<file path="config.mk">
export PLATFORM = sky130hd
export DESIGN_NAME = cbm_top
export DESIGN_NICKNAME = d
export VERILOG_FILES = /design/src/cbm_top.v /design/src/cbm_sync.v /design/src/cbm_sel.v
export VERILOG_INCLUDE_DIRS = /design/src /design/src/src
export SDC_FILE = /design/constraint.sdc
export NUM_CORES = 1
export LEC_CHECK = 0
export ABC_AREA = 1
export ABC_CLOCK_PERIOD_IN_PS = 1300
export BUFFER_PORTS_ARGS = -buffer_cell sky130_fd_sc_hd__buf_2
export CAP_MARGIN = 20
export CORE_ASPECT_RATIO = 0.75
export CORE_MARGIN = 4
export CORE_UTILIZATION = 33
export DETAILED_ROUTE_END_ITERATION = 6
export PLACE_DENSITY = 0.61
export SYNTH_ARGS = -nofsm -noshare
export SYNTH_HDL_FRONTEND = slang
export SYNTH_SLANG_ARGS = --single-unit
</file>
<file path="constraint.sdc">
create_clock -name CORE_CLK -period 1.3 [get_ports CORE_CLK]
set_input_delay 0.065 -clock CORE_CLK [delete_from_list [all_inputs] [get_ports CORE_CLK]]
set_output_delay 0.065 -clock CORE_CLK [all_outputs]
set_load 0.05 [all_outputs]
</file>
<file path="src/cbm_defs.vh">
// Operation
// mask-A selector codes 0000 to 0101 pick pwm generator 1 low, 1 high, 2 low, 2 high, 3 low, 3 high.
// mask-A selector codes 1111, 1110, 1101, 1100 pick fault input 4, fault input 2, trigger output 19, 18.
// mask-A selector codes 0110 to 1011 are reserved and select no source, giving a low mask-A signal.
// gating bit 3 set connects the true mask-B signal to the and gate.
// gating bit 2 set connects the inverted mask-B signal to the and gate.
// gating bit 1 set connects the true mask-A signal to the and gate.
// gating bit 0 set connects the inverted mask-A signal to the and gate.
// the and gate output is the and of enabled terms only, disconnected terms counting as one.
`ifndef CBM_DEFS_VH
`define CBM_DEFS_VH

// ----------------------------------------
// register map
// ----------------------------------------
`define CBM_ADDR_W 12
`define CBM_OFF_MASK_SRC 12'h000
`define CBM_OFF_MASK_GATE 12'h004
`define CBM_REG_W 16
`define CBM_SRC_RST 16'h0000
`define CBM_GATE_RST 16'h0000

// ----------------------------------------
// fields
// ----------------------------------------
`define CBM_SELA_LSB 0
`define CBM_SELA_MSB 3
`define CBM_SELB_LSB 8
`define CBM_SELB_MSB 11
`define CBM_SRC_WMASK 16'h0f0f
`define CBM_GATE_WMASK 16'h000f
`define CBM_AND_A_INVERTED_EN_BIT 0
`define CBM_AND_A_TRUE_EN_BIT 1
`define CBM_AND_B_INVERTED_EN_BIT 2
`define CBM_AND_B_TRUE_EN_BIT 3

// ----------------------------------------
// selector codes
// ----------------------------------------
`define CBM_SEL_PWM_GEN1_LOW 4'h0
`define CBM_SEL_PWM_GEN1_HIGH 4'h1
`define CBM_SEL_PWM_GEN2_LOW 4'h2
`define CBM_SEL_PWM_GEN2_HIGH 4'h3
`define CBM_SEL_PWM_GEN3_LOW 4'h4
`define CBM_SEL_PWM_GEN3_HIGH 4'h5
`define CBM_SEL_TRG18 4'hc
`define CBM_SEL_TRG19 4'hd
`define CBM_SEL_FAULT_IN_2 4'he
`define CBM_SEL_FAULT_IN_4 4'hf

`endif

</file>
<file path="src/cbm_top.v">
`timescale 1ns/10ps
`include "cbm_defs.vh"

module cbm_top (
    input wire CORE_CLK, // 50 MHz system clock
    input wire RST_N, // async reset, active low
    input wire PSEL, // apb select
    input wire PENABLE, // apb enable
    input wire PWRITE, // apb direction
    input wire [`CBM_ADDR_W-1:0] PADDR, // apb byte address
    input wire [31:0] PWDATA, // apb write data
    output wire [31:0] PRDATA, // apb read data
    output wire PREADY, // apb ready
    output wire PSLVERR, // apb error
    input wire PWM_GEN1_LOW, // pwm sources
    input wire PWM_GEN1_HIGH, // pwm
    input wire PWM_GEN2_LOW, // pwm
    input wire PWM_GEN2_HIGH, // pwm
    input wire PWM_GEN3_LOW, // pwm
    input wire PWM_GEN3_HIGH, // pwm
    input wire TRIG_GEN_OUT_18, // trigger generator output
    input wire TRIG_GEN_OUT_19, // trigger generator output
    input wire FAULT_IN_2, // fault input
    input wire FAULT_IN_4, // fault input
    input wire CMP_RAW, // raw comparator output
    output wire MASK_A_SIGNAL, // selected mask A
    output wire MASK_B_SIGNAL, // selected mask B
    output wire AND_GATE_OUT, // and term result
    output wire CMP_GATED // comparator output after blanking
);
    // ----------------------------------------
    // apb slave
    // ----------------------------------------
    reg [`CBM_REG_W-1:0] src_q;
    reg [`CBM_REG_W-1:0] gate_q;
    reg [31:0] rdata_q;
    reg err_q;
    wire hit_src = (PADDR == `CBM_OFF_MASK_SRC);
    wire hit_gate = (PADDR == `CBM_OFF_MASK_GATE);
    wire setup = PSEL && !PENABLE;
    wire acc = PSEL && PENABLE;

    // no wait states: read data and error registered in setup cycle
    always @(posedge CORE_CLK or negedge RST_N) begin
        if (!RST_N) begin
            src_q <= `CBM_SRC_RST;
            gate_q <= `CBM_GATE_RST;
            rdata_q <= 32'h0000_0000;
            err_q <= 1'b0;
        end else begin
            if (setup) begin
                err_q <= !(hit_src || hit_gate);
                if (hit_src) begin
                    rdata_q <= {16'h0000, src_q};
                end else if (hit_gate) begin
                    rdata_q <= {16'h0000, gate_q};
                end else begin
                    rdata_q <= 32'h0000_0000;
                end
            end
            if (acc && PWRITE && hit_src) begin
                src_q <= PWDATA[`CBM_REG_W-1:0] & `CBM_SRC_WMASK;
            end
            if (acc && PWRITE && hit_gate) begin
                gate_q <= PWDATA[`CBM_REG_W-1:0] & `CBM_GATE_WMASK;
            end
        end
    end
    assign PREADY = acc;
    assign PRDATA = rdata_q;
    assign PSLVERR = acc && err_q;

    // ----------------------------------------
    // input synchronisation
    // ----------------------------------------
    wire [10:0] raw_in = {CMP_RAW, FAULT_IN_4, FAULT_IN_2, TRIG_GEN_OUT_19, TRIG_GEN_OUT_18,
        PWM_GEN3_HIGH, PWM_GEN3_LOW, PWM_GEN2_HIGH, PWM_GEN2_LOW, PWM_GEN1_HIGH, PWM_GEN1_LOW};
    wire [10:0] syn_in;
    cbm_sync #(.WIDTH(11)) u_sync (
        .clk(CORE_CLK),
        .rst_n(RST_N),
        .d(raw_in),
        .q(syn_in)
    );

    // ----------------------------------------
    // mask selection
    // ----------------------------------------
    wire mask_a_signal;
    wire mask_b_signal;
    cbm_sel u_sel_a (
        .sel(src_q[`CBM_SELA_MSB:`CBM_SELA_LSB]),
        .src(syn_in[9:0]),
        .mask(mask_a_signal)
    );
    // mask B shares the code table; its field sits in the upper byte
    cbm_sel u_sel_b (
        .sel(src_q[`CBM_SELB_MSB:`CBM_SELB_LSB]),
        .src(syn_in[9:0]),
        .mask(mask_b_signal)
    );

    // ----------------------------------------
    // and gating
    // ----------------------------------------
    wire and_b_true_en = gate_q[`CBM_AND_B_TRUE_EN_BIT];
    wire and_b_inverted_en = gate_q[`CBM_AND_B_INVERTED_EN_BIT];
    wire and_a_true_en = gate_q[`CBM_AND_A_TRUE_EN_BIT];
    wire and_a_inverted_en = gate_q[`CBM_AND_A_INVERTED_EN_BIT];
    // disabled terms read as one so they cannot force a low
    wire and_d = (mask_b_signal | !and_b_true_en)
        & (!mask_b_signal | !and_b_inverted_en)
        & (mask_a_signal | !and_a_true_en)
        & (!mask_a_signal | !and_a_inverted_en); // see R07
    // all-disabled gives one; blanking then forces output low only when enabled
    wire any_en = |gate_q[`CBM_AND_B_TRUE_EN_BIT:`CBM_AND_A_INVERTED_EN_BIT];

    reg ma_q;
    reg mb_q;
    reg and_q;
    reg cmp_q;
    always @(posedge CORE_CLK or negedge RST_N) begin
        if (!RST_N) begin
            ma_q <= 1'b0;
            mb_q <= 1'b0;
            and_q <= 1'b1;
            cmp_q <= 1'b0;
        end else begin
            ma_q <= mask_a_signal;
            mb_q <= mask_b_signal;
            and_q <= and_d;
            cmp_q <= syn_in[10] & !(any_en & and_d);
        end
    end
    assign MASK_A_SIGNAL = ma_q;
    assign MASK_B_SIGNAL = mb_q;
    assign AND_GATE_OUT = and_q;
    assign CMP_GATED = cmp_q;
endmodule // cbm_top

</file>
<file path="src/cbm_sync.v">
`timescale 1ns/10ps
`include "cbm_defs.vh"

// three-stage synchroniser per bit; output moves when stages 2 and 3 agree
module cbm_sync #(
    parameter WIDTH = 10
) (
    input wire clk, // clock
    input wire rst_n, // async reset, active low
    input wire [WIDTH-1:0] d, // asynchronous inputs
    output wire [WIDTH-1:0] q // filtered outputs
);
    genvar i;
    generate
        for (i = 0; i < WIDTH; i = i + 1) begin : g_bit
            reg s1_q;
            reg s2_q;
            reg s3_q;
            reg out_q;
            always @(posedge clk or negedge rst_n) begin
                if (!rst_n) begin
                    s1_q <= 1'b0;
                    s2_q <= 1'b0;
                    s3_q <= 1'b0;
                    out_q <= 1'b0;
                end else begin
                    s1_q <= d[i];
                    s2_q <= s1_q;
                    s3_q <= s2_q;
                    if (s2_q == s3_q) begin
                        out_q <= s3_q;
                    end
                end
            end
            assign q[i] = out_q;
        end
    endgenerate
endmodule // cbm_sync

</file>
<file path="src/cbm_sel.v">
`timescale 1ns/10ps
`include "cbm_defs.vh"

// 16-way source selector shared by mask A and mask B
module cbm_sel (
    input wire [3:0] sel, // selector code
    input wire [9:0] src, // {fault_in_4,fault_in_2,trg19,trg18,p3h,p3l,p2h,p2l,p1h,p1l}
    output reg mask // selected mask signal
);
    always @* begin
        case (sel)
            `CBM_SEL_PWM_GEN1_LOW: mask = src[0];
            `CBM_SEL_PWM_GEN1_HIGH: mask = src[1];
            `CBM_SEL_PWM_GEN2_LOW: mask = src[2];
            `CBM_SEL_PWM_GEN2_HIGH: mask = src[3];
            `CBM_SEL_PWM_GEN3_LOW: mask = src[4];
            `CBM_SEL_PWM_GEN3_HIGH: mask = src[5];
            `CBM_SEL_TRG18: mask = src[6];
            `CBM_SEL_TRG19: mask = src[7];
            `CBM_SEL_FAULT_IN_2: mask = src[8];
            `CBM_SEL_FAULT_IN_4: mask = src[9];
            default: mask = 1'b0;
        endcase
    end
endmodule // cbm_sel

</file>
**Word level (Yosys, flattened, before mapping)**

Cells that the tools add are included.
W data, S select, Z words.

- Eq/ne operators: 30
- Muxes and demuxes: 4
- Bitwise logic cells: 9
- Reductions and logical operators: 20

Operator list:

| cell | number |
|---|---|
| $eq A4 B4 Y1 const B | 8 |
| $mux W32 | 1 |
| $pmux W1 S10 | 2 |
| $eq A4 B2 Y1 const B | 4 |
| $eq A4 B3 Y1 const B | 4 |
| $eq A12 B3 Y1 const B | 1 |
| $logic_not A12 Y1 | 1 |
| $eq A1 B1 Y1 | 11 |
| $logic_not A1 Y1 | 9 |
| $eq A4 B1 Y1 const B | 2 |
| $logic_not A4 Y1 | 2 |
| $logic_and A1 B1 Y1 | 6 |
| $and A1 B1 Y1 | 5 |
| $mux W4 | 1 |
| $or A1 B1 Y1 | 4 |
| $reduce_or A4 Y1 | 1 |
| $logic_or A1 B1 Y1 | 1 |

- Register bits: 93
- Bits of input ports: 60
- Output and inout port bits: 38
- Word-level logic and storage cells: 115

**Longest topological paths before layout**

Gate-level depths: netlist of the first run.

- Word-level depth: 10
- Mapped depth: 11
- Mapped depth without buffers: 11

**Cells and area by module**

Synthesis of the first run repeated with hierarchy kept, for this count alone.

- Cells, all modules: 311
- Area, all modules: 2,989.1 um2

By module, submodules not included:

| module | instances | cells an instance | area an instance (um2) | seq. area each (um2) |
|---|---|---|---|---|
| cbm_top | 1 | 162 | 1,393.8 | 626.9 |
| cbm_sync | 1 | 99 | 1,362.6 | 1,101.1 |
| cbm_sel | 2 | 25 | 116.4 | 0.0 |

**Worst setup path before layout of the first run**

OpenSTA, ideal clock, no wires.

- Path type: input port to flip-flop
- From: input port PENABLE
- To: register gate_q[3]
- Library setup time: 0.118 ns
- Arrival time: 1.150 ns
- Required time: 1.182 ns
- Slack: 0.032 ns
- Stages: 7
- Buffers on the path: 1
- Cells stage by stage: nand2_1 inv_2 nand2_1 or4_1 buf_2 nand2_1 o21ai_2

- Longest elaborated chain between the ends: 3

RTL lines:

| what | RTL line | text |
|---|---|---|
| from (decl) | cbm_top.v:8 | `input wire PENABLE,` |
| $logic_and A1 B1 Y1 | cbm_top.v:41 | `wire acc = PSEL && PENABLE;` |
| named net PREADY | cbm_top.v:13 | `output wire PREADY,` |
| $logic_and A1 B1 Y1 (2 in a row) | cbm_top.v:64 | `if (acc && PWRITE && hit_gate) begin` |
| to (signal assigned) | cbm_top.v:47 | `` gate_q <= `CBM_GATE_RST; `` |
| to (signal assigned) | cbm_top.v:65 | `` gate_q <= PWDATA[`CBM_REG_W-1:0] & `CBM_GATE_WMASK; `` |
| to (decl) | cbm_top.v:35 | `` reg [`CBM_REG_W-1:0] gate_q; `` |

The timed path passes the listed nets, and every way through them passes these cells.
A chain may end at the register's enable or synchronous reset.

**Worst setup path in the final report of the first run**

- From: register src_q[8]
- To: register and_q, in the netlist AND_GATE_OUT

- Longest elaborated chain between the ends: 7
- Elaborated cells on any way between the ends: 17
- Classes of those cells: eq/ne: 9; mux: 1; bitwise: 5; reduce/logical: 2

RTL lines:

| what | RTL line | text |
|---|---|---|
| from (decl) | cbm_top.v:34 | `` reg [`CBM_REG_W-1:0] src_q; `` |
| from (signal assigned) | cbm_top.v:46 | `` src_q <= `CBM_SRC_RST; `` |
| from (signal assigned) | cbm_top.v:62 | `` src_q <= PWDATA[`CBM_REG_W-1:0] & `CBM_SRC_WMASK; `` |
| $eq A4 B4 Y1 (tied with other cells) | cbm_sel.v:11 | `case (sel)` |
| $pmux W1 S10 * | cbm_sel.v:11 |  |
| named net mask_b_signal | cbm_top.v:90 | `wire mask_b_signal;` |
| $logic_not A1 Y1 | cbm_top.v:112 | `& (!mask_b_signal \| !and_b_inverted_en)` |
| $or A1 B1 Y1 | cbm_top.v:112 |  |
| $and A1 B1 Y1 * | cbm_top.v:112 |  |
| $and A1 B1 Y1 * | cbm_top.v:113 | `& (mask_a_signal \| !and_a_true_en)` |
| $and A1 B1 Y1 * | cbm_top.v:114 | `& (!mask_a_signal \| !and_a_inverted_en);` |
| named net and_d | cbm_top.v:111 | `wire and_d = (mask_b_signal \| !and_b_true_en)` |
| to (signal assigned) | cbm_top.v:131 | `and_q <= and_d;` |
| to (decl) | cbm_top.v:120 | `reg and_q;` |

The timed path passes the listed nets; every way through them passes the cells marked *.

==> results_dict.tcl, run 1 <==
set metrics [dict create \
    outcome "finished with violations" \
    violations "negative setup slack" \
    dp.cells 419 \
    row_count 28 \
    synth_edf_count 0 \
    drive_gt1_share_pct 35.51 \
    synth_top_area_share_pct 62.53 \
    grt_pass1_wl_mm 8.549 \
    clockBufferDepth 2 \
    place_ws_ns -0.1172 \
    synth.largest_area_cell "dfrtp_1" \
    synthAdderAreaFrac_pct 4.046 \
    port_buffers 49 \
    synth_xor_area_share_pct 0 \
    syn_to_final_growth_pct 36.64 \
    dp_hpwl_mm 3.871 \
    worst_path_most_repeated_cell "nand2_2" \
    cap_violations 0 \
    hold_viol 0 \
    hold_class "input port to async pin" \
    p_leak_nw 1.790 \
    clock_sinks 69 \
    rsz0062_at_grt "yes" \
    synth_top_family_by_area "simple AND/OR/NAND/NOR gates" \
    cts_made_buffers 9 \
    pwr-share-clk_pct 40.7 \
    die_h_um 86.65 \
    core_region_area_um2 7953 \
    yosysUniqueCellTypes 26 \
    fin_crit_ns 1.389 \
    synth_compound_area_share_pct 7.540 \
    diodes 0 \
    ys_top_cells_by_area "dfrtp_1 63%, buf_4 6.6%, nand2_1 5.9%" \
    final_nets 408 \
    cts_root_buf "clkbuf_8" \
    clock_latency_ns 0.34 \
    ant_nets 0 \
    wl_per_cell_um 11.64 \
    critPathMaxStageDelay_ns 0.47 \
    setup_slack_ns -0.08940 \
    setup_viol 3 \
    synth.area.mux_share_pct 0 \
    viasPerCell 4.204 \
    synth_cells 246 \
    die_x_um 112.9 \
    antenna_found_initial 0 \
    yosysMostFrequentCell "dfrtp_1" \
    dominantRegCellSynth "dfrtp_1" \
    start_util_pct 34.22 \
    multiInputGateArea_um2 859.6 \
    powerDensity_nw_per_um2 1343 \
    crit_required_ns 1.56 \
    synth-seq-area-share_pct 63.49 \
    cp_slowest_cell "dfrtp_2" \
    synthesis.area_um2 2721 \
    power.switching_w 0.001254 \
    ys_warn_count 0 \
    finClkSkew_ns 0.006759 \
    firstDrtPassIters 4 \
    ys_ff_latch 69 \
    irDropWorstVdd_mv 0.7737 \
    arrival_ns 1.65 \
    syn_area_per_cell_um2 11.06 \
    cp_cell_sequence "inv_2 > nand3_2 > nand2_2 > o21ai_2 > nand3_2 > nand2_2 > nand2_2 > buf_4 > a21oi_2" \
    first_global_vias 1842 \
    final_area_um2 3719 \
    path_clk_slew_ns 0.07 \
    p_total_w 0.004994 \
    final_cells 457 \
    fillers 736 \
    synthArstFlopShare_pct 100.0 \
    critPathKind "register to register" \
    finalCritPeriodShare_pct 106.9 \
    p_int_w 0.003740 \
    drc 0 \
    place.gp.congestion 0.7956 \
    timing.hold.ws_ns 0.1806 \
    first_iter_violations 39 \
    synth_common_cells "68 x dfrtp_1, 43 x nand2_1, 24 x buf_4" \
    p_comb_share_pct 12.6 \
    fmax_ghz 0.7197 \
    num_io_pins 98 \
    placed_area_um2 3182 \
    pwr-share-seq_pct 46.8 \
    endpoint_kind "register" \
    grt_usage_pct 11.21 \
    htree_levels 3 \
    regArea_um2 1733 \
    synth-simple-area-share_pct 14.11 \
    grt_overflow 0 \
    critical_path.max_fanout 7 \
    wl_mm 5.321 \
    die-area_um2 9779 \
    start_kind "register" \
    via_count 1921 \
    grt_max_degree 42 \
    cts_tree "built" \
    swShare_pct 25.11 \
    slew_viol_final 0 \
]
==> routing by layer <==
layer / share of wire, % / up-vias / wire length (um) / global-route usage (%)
li1: - / 971 / - / -
met3: 7.8 / 0 / 416 / 4.745
met4: 0 / 0 / 0 / 2.293
met5: 0 / - / 0 / 0
met1: 48 / 886 / 2531 / 15.11
met2: 45 / 64 / 2373 / 17.10
==> stage by stage <==
stage	TNS, ns	util (%)
2_1_floorplan	0	-
3_3_place_gp	-0.07539	40.01
3_5_place_dp	-0.2094	40.01
4_1_cts	-0.07558	45.99
5_1_grt	-0.4142	46.76
6_report	-0.1945	46.76
==> sequential cells by signal, summed over array words and instances, names as in the netlist <==
| signal | count |
|---|---|
| CMP_GATED | 1 |
| gate_q | 4 |
| u_sync.g_bit.s1_q | 11 |
| err_q | 1 |
| PRDATA | 8 |
| u_sync.g_bit.out_q | 11 |
| src_q | 8 |
| MASK_A_SIGNAL | 1 |
| u_sync.g_bit.s2_q | 11 |
| AND_GATE_OUT | 1 |
| MASK_B_SIGNAL | 1 |
| u_sync.g_bit.s3_q | 11 |
==> placed cells by master, fill, tap and decap left out, types with 6 or more instances in the layout <==
cell	n
clkbuf_8	9
inv_2	6
conb_1	24
o21ai_0	7
nand4_1	6
nand3_2	7
inv_1	17
dfrtp_1	64
o21ai_2	6
maj3_1	11
nor2_1	10
dlygate4sd3_1	20
nand2_1	39
buf_2	49
nand3_1	13
buf_4	24
==> critical path, delay by kind of cell, from the launching register on <==
family / cells / cell delay [ns]
buf+inv: 2 / 0.21
simple gates: 5 / 0.37
compound gates: 2 / 0.27
flops: 1 / 0.47
==> logic make-up (layout without fill, tap and decap cells) <==
group,after synthesis,count (layout)
compound gates,29,29
fa+ha+maj,11,11
buf+inv,51,134
flops,69,69
other cells,1,24
simple gates,85,85
==> worst paths after layout <==
path,from,to,slack [ns],depth (start not counted)
worst max-delay path,src_q[8],AND_GATE_OUT,-0.09,9
worst min-delay path,RST_N,u_sync.g_bit[6].s2_q,0.18,2
worst max register to register,src_q[8],AND_GATE_OUT,-0.09,9
worst min register to register,u_sync.g_bit[1].s1_q,u_sync.g_bit[1].s2_q,0.35,0
max in group asynchronous,RST_N,AND_GATE_OUT,0.52,3
min in group CORE_CLK,PENABLE,err_q,0.19,4
==> layout make-up <==
| cell class | count | share of cell area, % |
|---|---|---|
| inverter | 24 | 2.490 |
| timing repair buffer | 95 | 17.90 |
| tap | 105 | 3.533 |
| sequential | 69 | 46.60 |
| clock inverter | 6 | 3.028 |
| multi-input combinational | 149 | 23.12 |
| clock buffer | 9 | 3.331 |
==> power groups by stage <==
stage | Clock, W | Combinational, W | Sequential, W
2_1_floorplan | 0 | 0.000324 | 0.00245
3_3_place_gp | 0 | 0.000562 | 0.00237
3_5_place_dp | 0 | 0.000568 | 0.00237
4_1_cts | 0.00209 | 0.000621 | 0.00233
5_1_grt | 0.00221 | 0.000674 | 0.00235
6_report | 0.00203 | 0.000627 | 0.00233
==> timing repair <==
action | CTS | global route
buffers inserted | 2 | 1
endpoints found under the setup margin | 2 | 3
cloned | 0 | 0
endpoints found under the hold margin | 38 | 0
resized for setup | 10 | 14
pin swaps | 4 | 4
hold buffers | 20 | 0
Power figures use the tool's default switching activity.
==> run 2: changes to the inputs <==
CORE_ASPECT_RATIO = 0.6   (was 0.75)
==> run 2 against run 1 <==
  * The run still ends with negative setup slack left
  * Sequential power is essentially flat
  * First-iteration DRC count grew to 3.3 times the previous value
  * Highest routed layer is now met4
  * Global-route usage rose by 1.2 points
  * Via count increased by 4.2%
  * Cell count up 1.3%
  * Clock power increased by 28%
  * Sequential share of layout area down 1.3 points
  * Fmax shrank 1.2%
==> results_dict.tcl, run 2 (synthesized netlist as in run 1, its figures left out) <==
set metrics [dict create \
    violations "negative setup slack" \
    p_leak_nw 1.831 \
    finClkSkew_ns 0.004918 \
    final_nets 410 \
    die_x_um 125.2 \
    critical_path.max_fanout 7 \
    diodes 0 \
    hold_viol 0 \
    grt_overflow 0 \
    powerDensity_nw_per_um2 1462 \
    layout.cells.most_common "dfrtp_1" \
    port_buffers 49 \
    row_count 25 \
    num_io_pins 98 \
    wl_mm 5.773 \
    min_from "PENABLE" \
    cts_root_buf "clkbuf_16" \
    multiInputGateArea_um2 864.6 \
    setup_viol 4 \
    dp_hpwl_mm 3.906 \
    cts_made_buffers 9 \
    grt_usage_pct 12.45 \
    fillers 725 \
    drive_gt1_share_pct 36.34 \
    hold_class "input port to register" \
    fmax_ghz 0.7111 \
    antenna_found_initial 0 \
    grt_pass1_wl_mm 9.301 \
    fin_util_pct 48.09 \
    clock_sinks 69 \
    endpoint_kind "register" \
    critPathLaunch "src_q[8]" \
    die_h_um 78.34 \
    via_count 2001 \
    syn_to_final_growth_pct 40.41 \
    die-area_um2 9811 \
    start_util_pct 34.25 \
    mostFrequentLayoutCells "64 x dfrtp_1, 49 x buf_2, 37 x nand2_1" \
    cap_violations 0 \
    htree_levels 3 \
    path_clk_slew_ns 0.05 \
    setup_slack_ns -0.1064 \
    start_kind "register" \
    slew_viol_final 0 \
    r2r_start "src_q[8]" \
    regArea_um2 1733 \
    ant_nets 0 \
    drc 0 \
    outcome "finished with violations" \
    crit_required_ns 1.53 \
    first_global_vias 1880 \
    fin_crit_ns 1.406 \
    wl_per_cell_um 12.47 \
    grt_max_degree 70 \
    cts_tree "built" \
    viasPerCell 4.322 \
    place.gp.congestion 0.8319 \
    core_region_area_um2 7945 \
    critPathKind "register to register" \
    rsz0062_at_grt "yes" \
    final_area_um2 3821 \
    clock_latency_ns 0.33 \
    irDropWorstVdd_mv 0.9931 \
    clockBufferDepth 2 \
    firstDrtPassIters 4 \
    placed_area_um2 3173 \
    first_iter_violations 130 \
    arrival_ns 1.64 \
    finalCritPeriodShare_pct 108.2 \
]
[run 2: changes by cell type in the layout (fill, tap and decap cells not counted), moves of 2 or more]
cell | previous run | this run
clkbuf_16 | 0 | 9
clkbuf_8 | 9 | 1
buf_4 | 24 | 26
clkinvlp_4 | 0 | 2
nand2_1 | 39 | 37
nand2_2 | 4 | 6
[run 2: repair_timing]
item | in CTS | in global routing
setup endpoints to repair | 2 | 4
pin swaps | 7 | 13
buffers inserted | 3 | 2
hold buffers | 20 | 0
endpoints found under the hold margin | 91 | 0
resized for setup | 14 | 12
[run 2: power breakdown]
| part | internal [W] | switching (W) |
|---|---|---|
| combinational | 0.000218 | 0.000423 |
| clock | 0.00173 | 0.000866 |
| sequential | 0.00227 | 0.0000772 |
| total | 0.00422 | 0.00137 |
[run 2: cell type report]
class	count	share of cell area, %
Sequential cell	69	45.35
Multi-Input combinational cell	149	22.63
Timing Repair Buffer	97	17.58
Clock buffer	11	6.352
Tap cell	108	3.536
Inverter	24	2.358
Clock inverter	5	2.194
[run 2: critical path: stages (launching register included)]
cell and delay (ns):
dfrtp_2 0.46, inv_2 0.08, nand3_1 0.07, nand2_1 0.10, o21bai_4 0.15, nand3_2 0.09
nand2_2 0.08, nand2_2 0.06, inv_2 0.06, nand3_2 0.05, nand2_1 0.06, inv_1 0.03
[run 2: final timing paths]
path	end	slack [ns]	cells past startpoint
setup / recovery	CMP_GATED	-0.11	11
hold / removal	err_q	0.20	4
setup reg to reg	CMP_GATED	-0.11	11
hold reg to reg	u_sync.g_bit[10].s2_q	0.35	0
max in group asynchronous	AND_GATE_OUT	0.68	3
min in group asynchronous	u_sync.g_bit[8].s1_q	0.28	3
[run 2: metal layers]
| metal | routed length (um) | vias to the layer above | part of all wire, % | GRT usage, % |
|---|---|---|---|---|
| met2 | 2392 | 79 | 41 | 16.35 |
| met1 | 2791 | 936 | 48 | 17.28 |
| met3 | 510 | 10 | 8.8 | 6.118 |
| met5 | 0 | - | 0 | 0 |
| li1 | - | 976 | - | - |
| met4 | 79 | 0 | 1.4 | 5.087 |
[run 2: stage by stage]
step	worst slack [ns]	total power, W	setup TNS [ns]	hold WS, ns	instances
2_1_floorplan	0.03174	0.002774	0	-0.2306	269
3_3_place_gp	-0.02878	0.002944	-0.07701	0.1084	422
3_5_place_dp	-0.1117	0.002953	-0.4546	0.1125	422
4_1_cts	-0.03721	0.005662	-0.06698	0.1763	461
5_1_grt	-0.2181	0.005819	-0.5729	0.2128	463
6_report	-0.1064	0.005587	-0.1658	0.1960	463
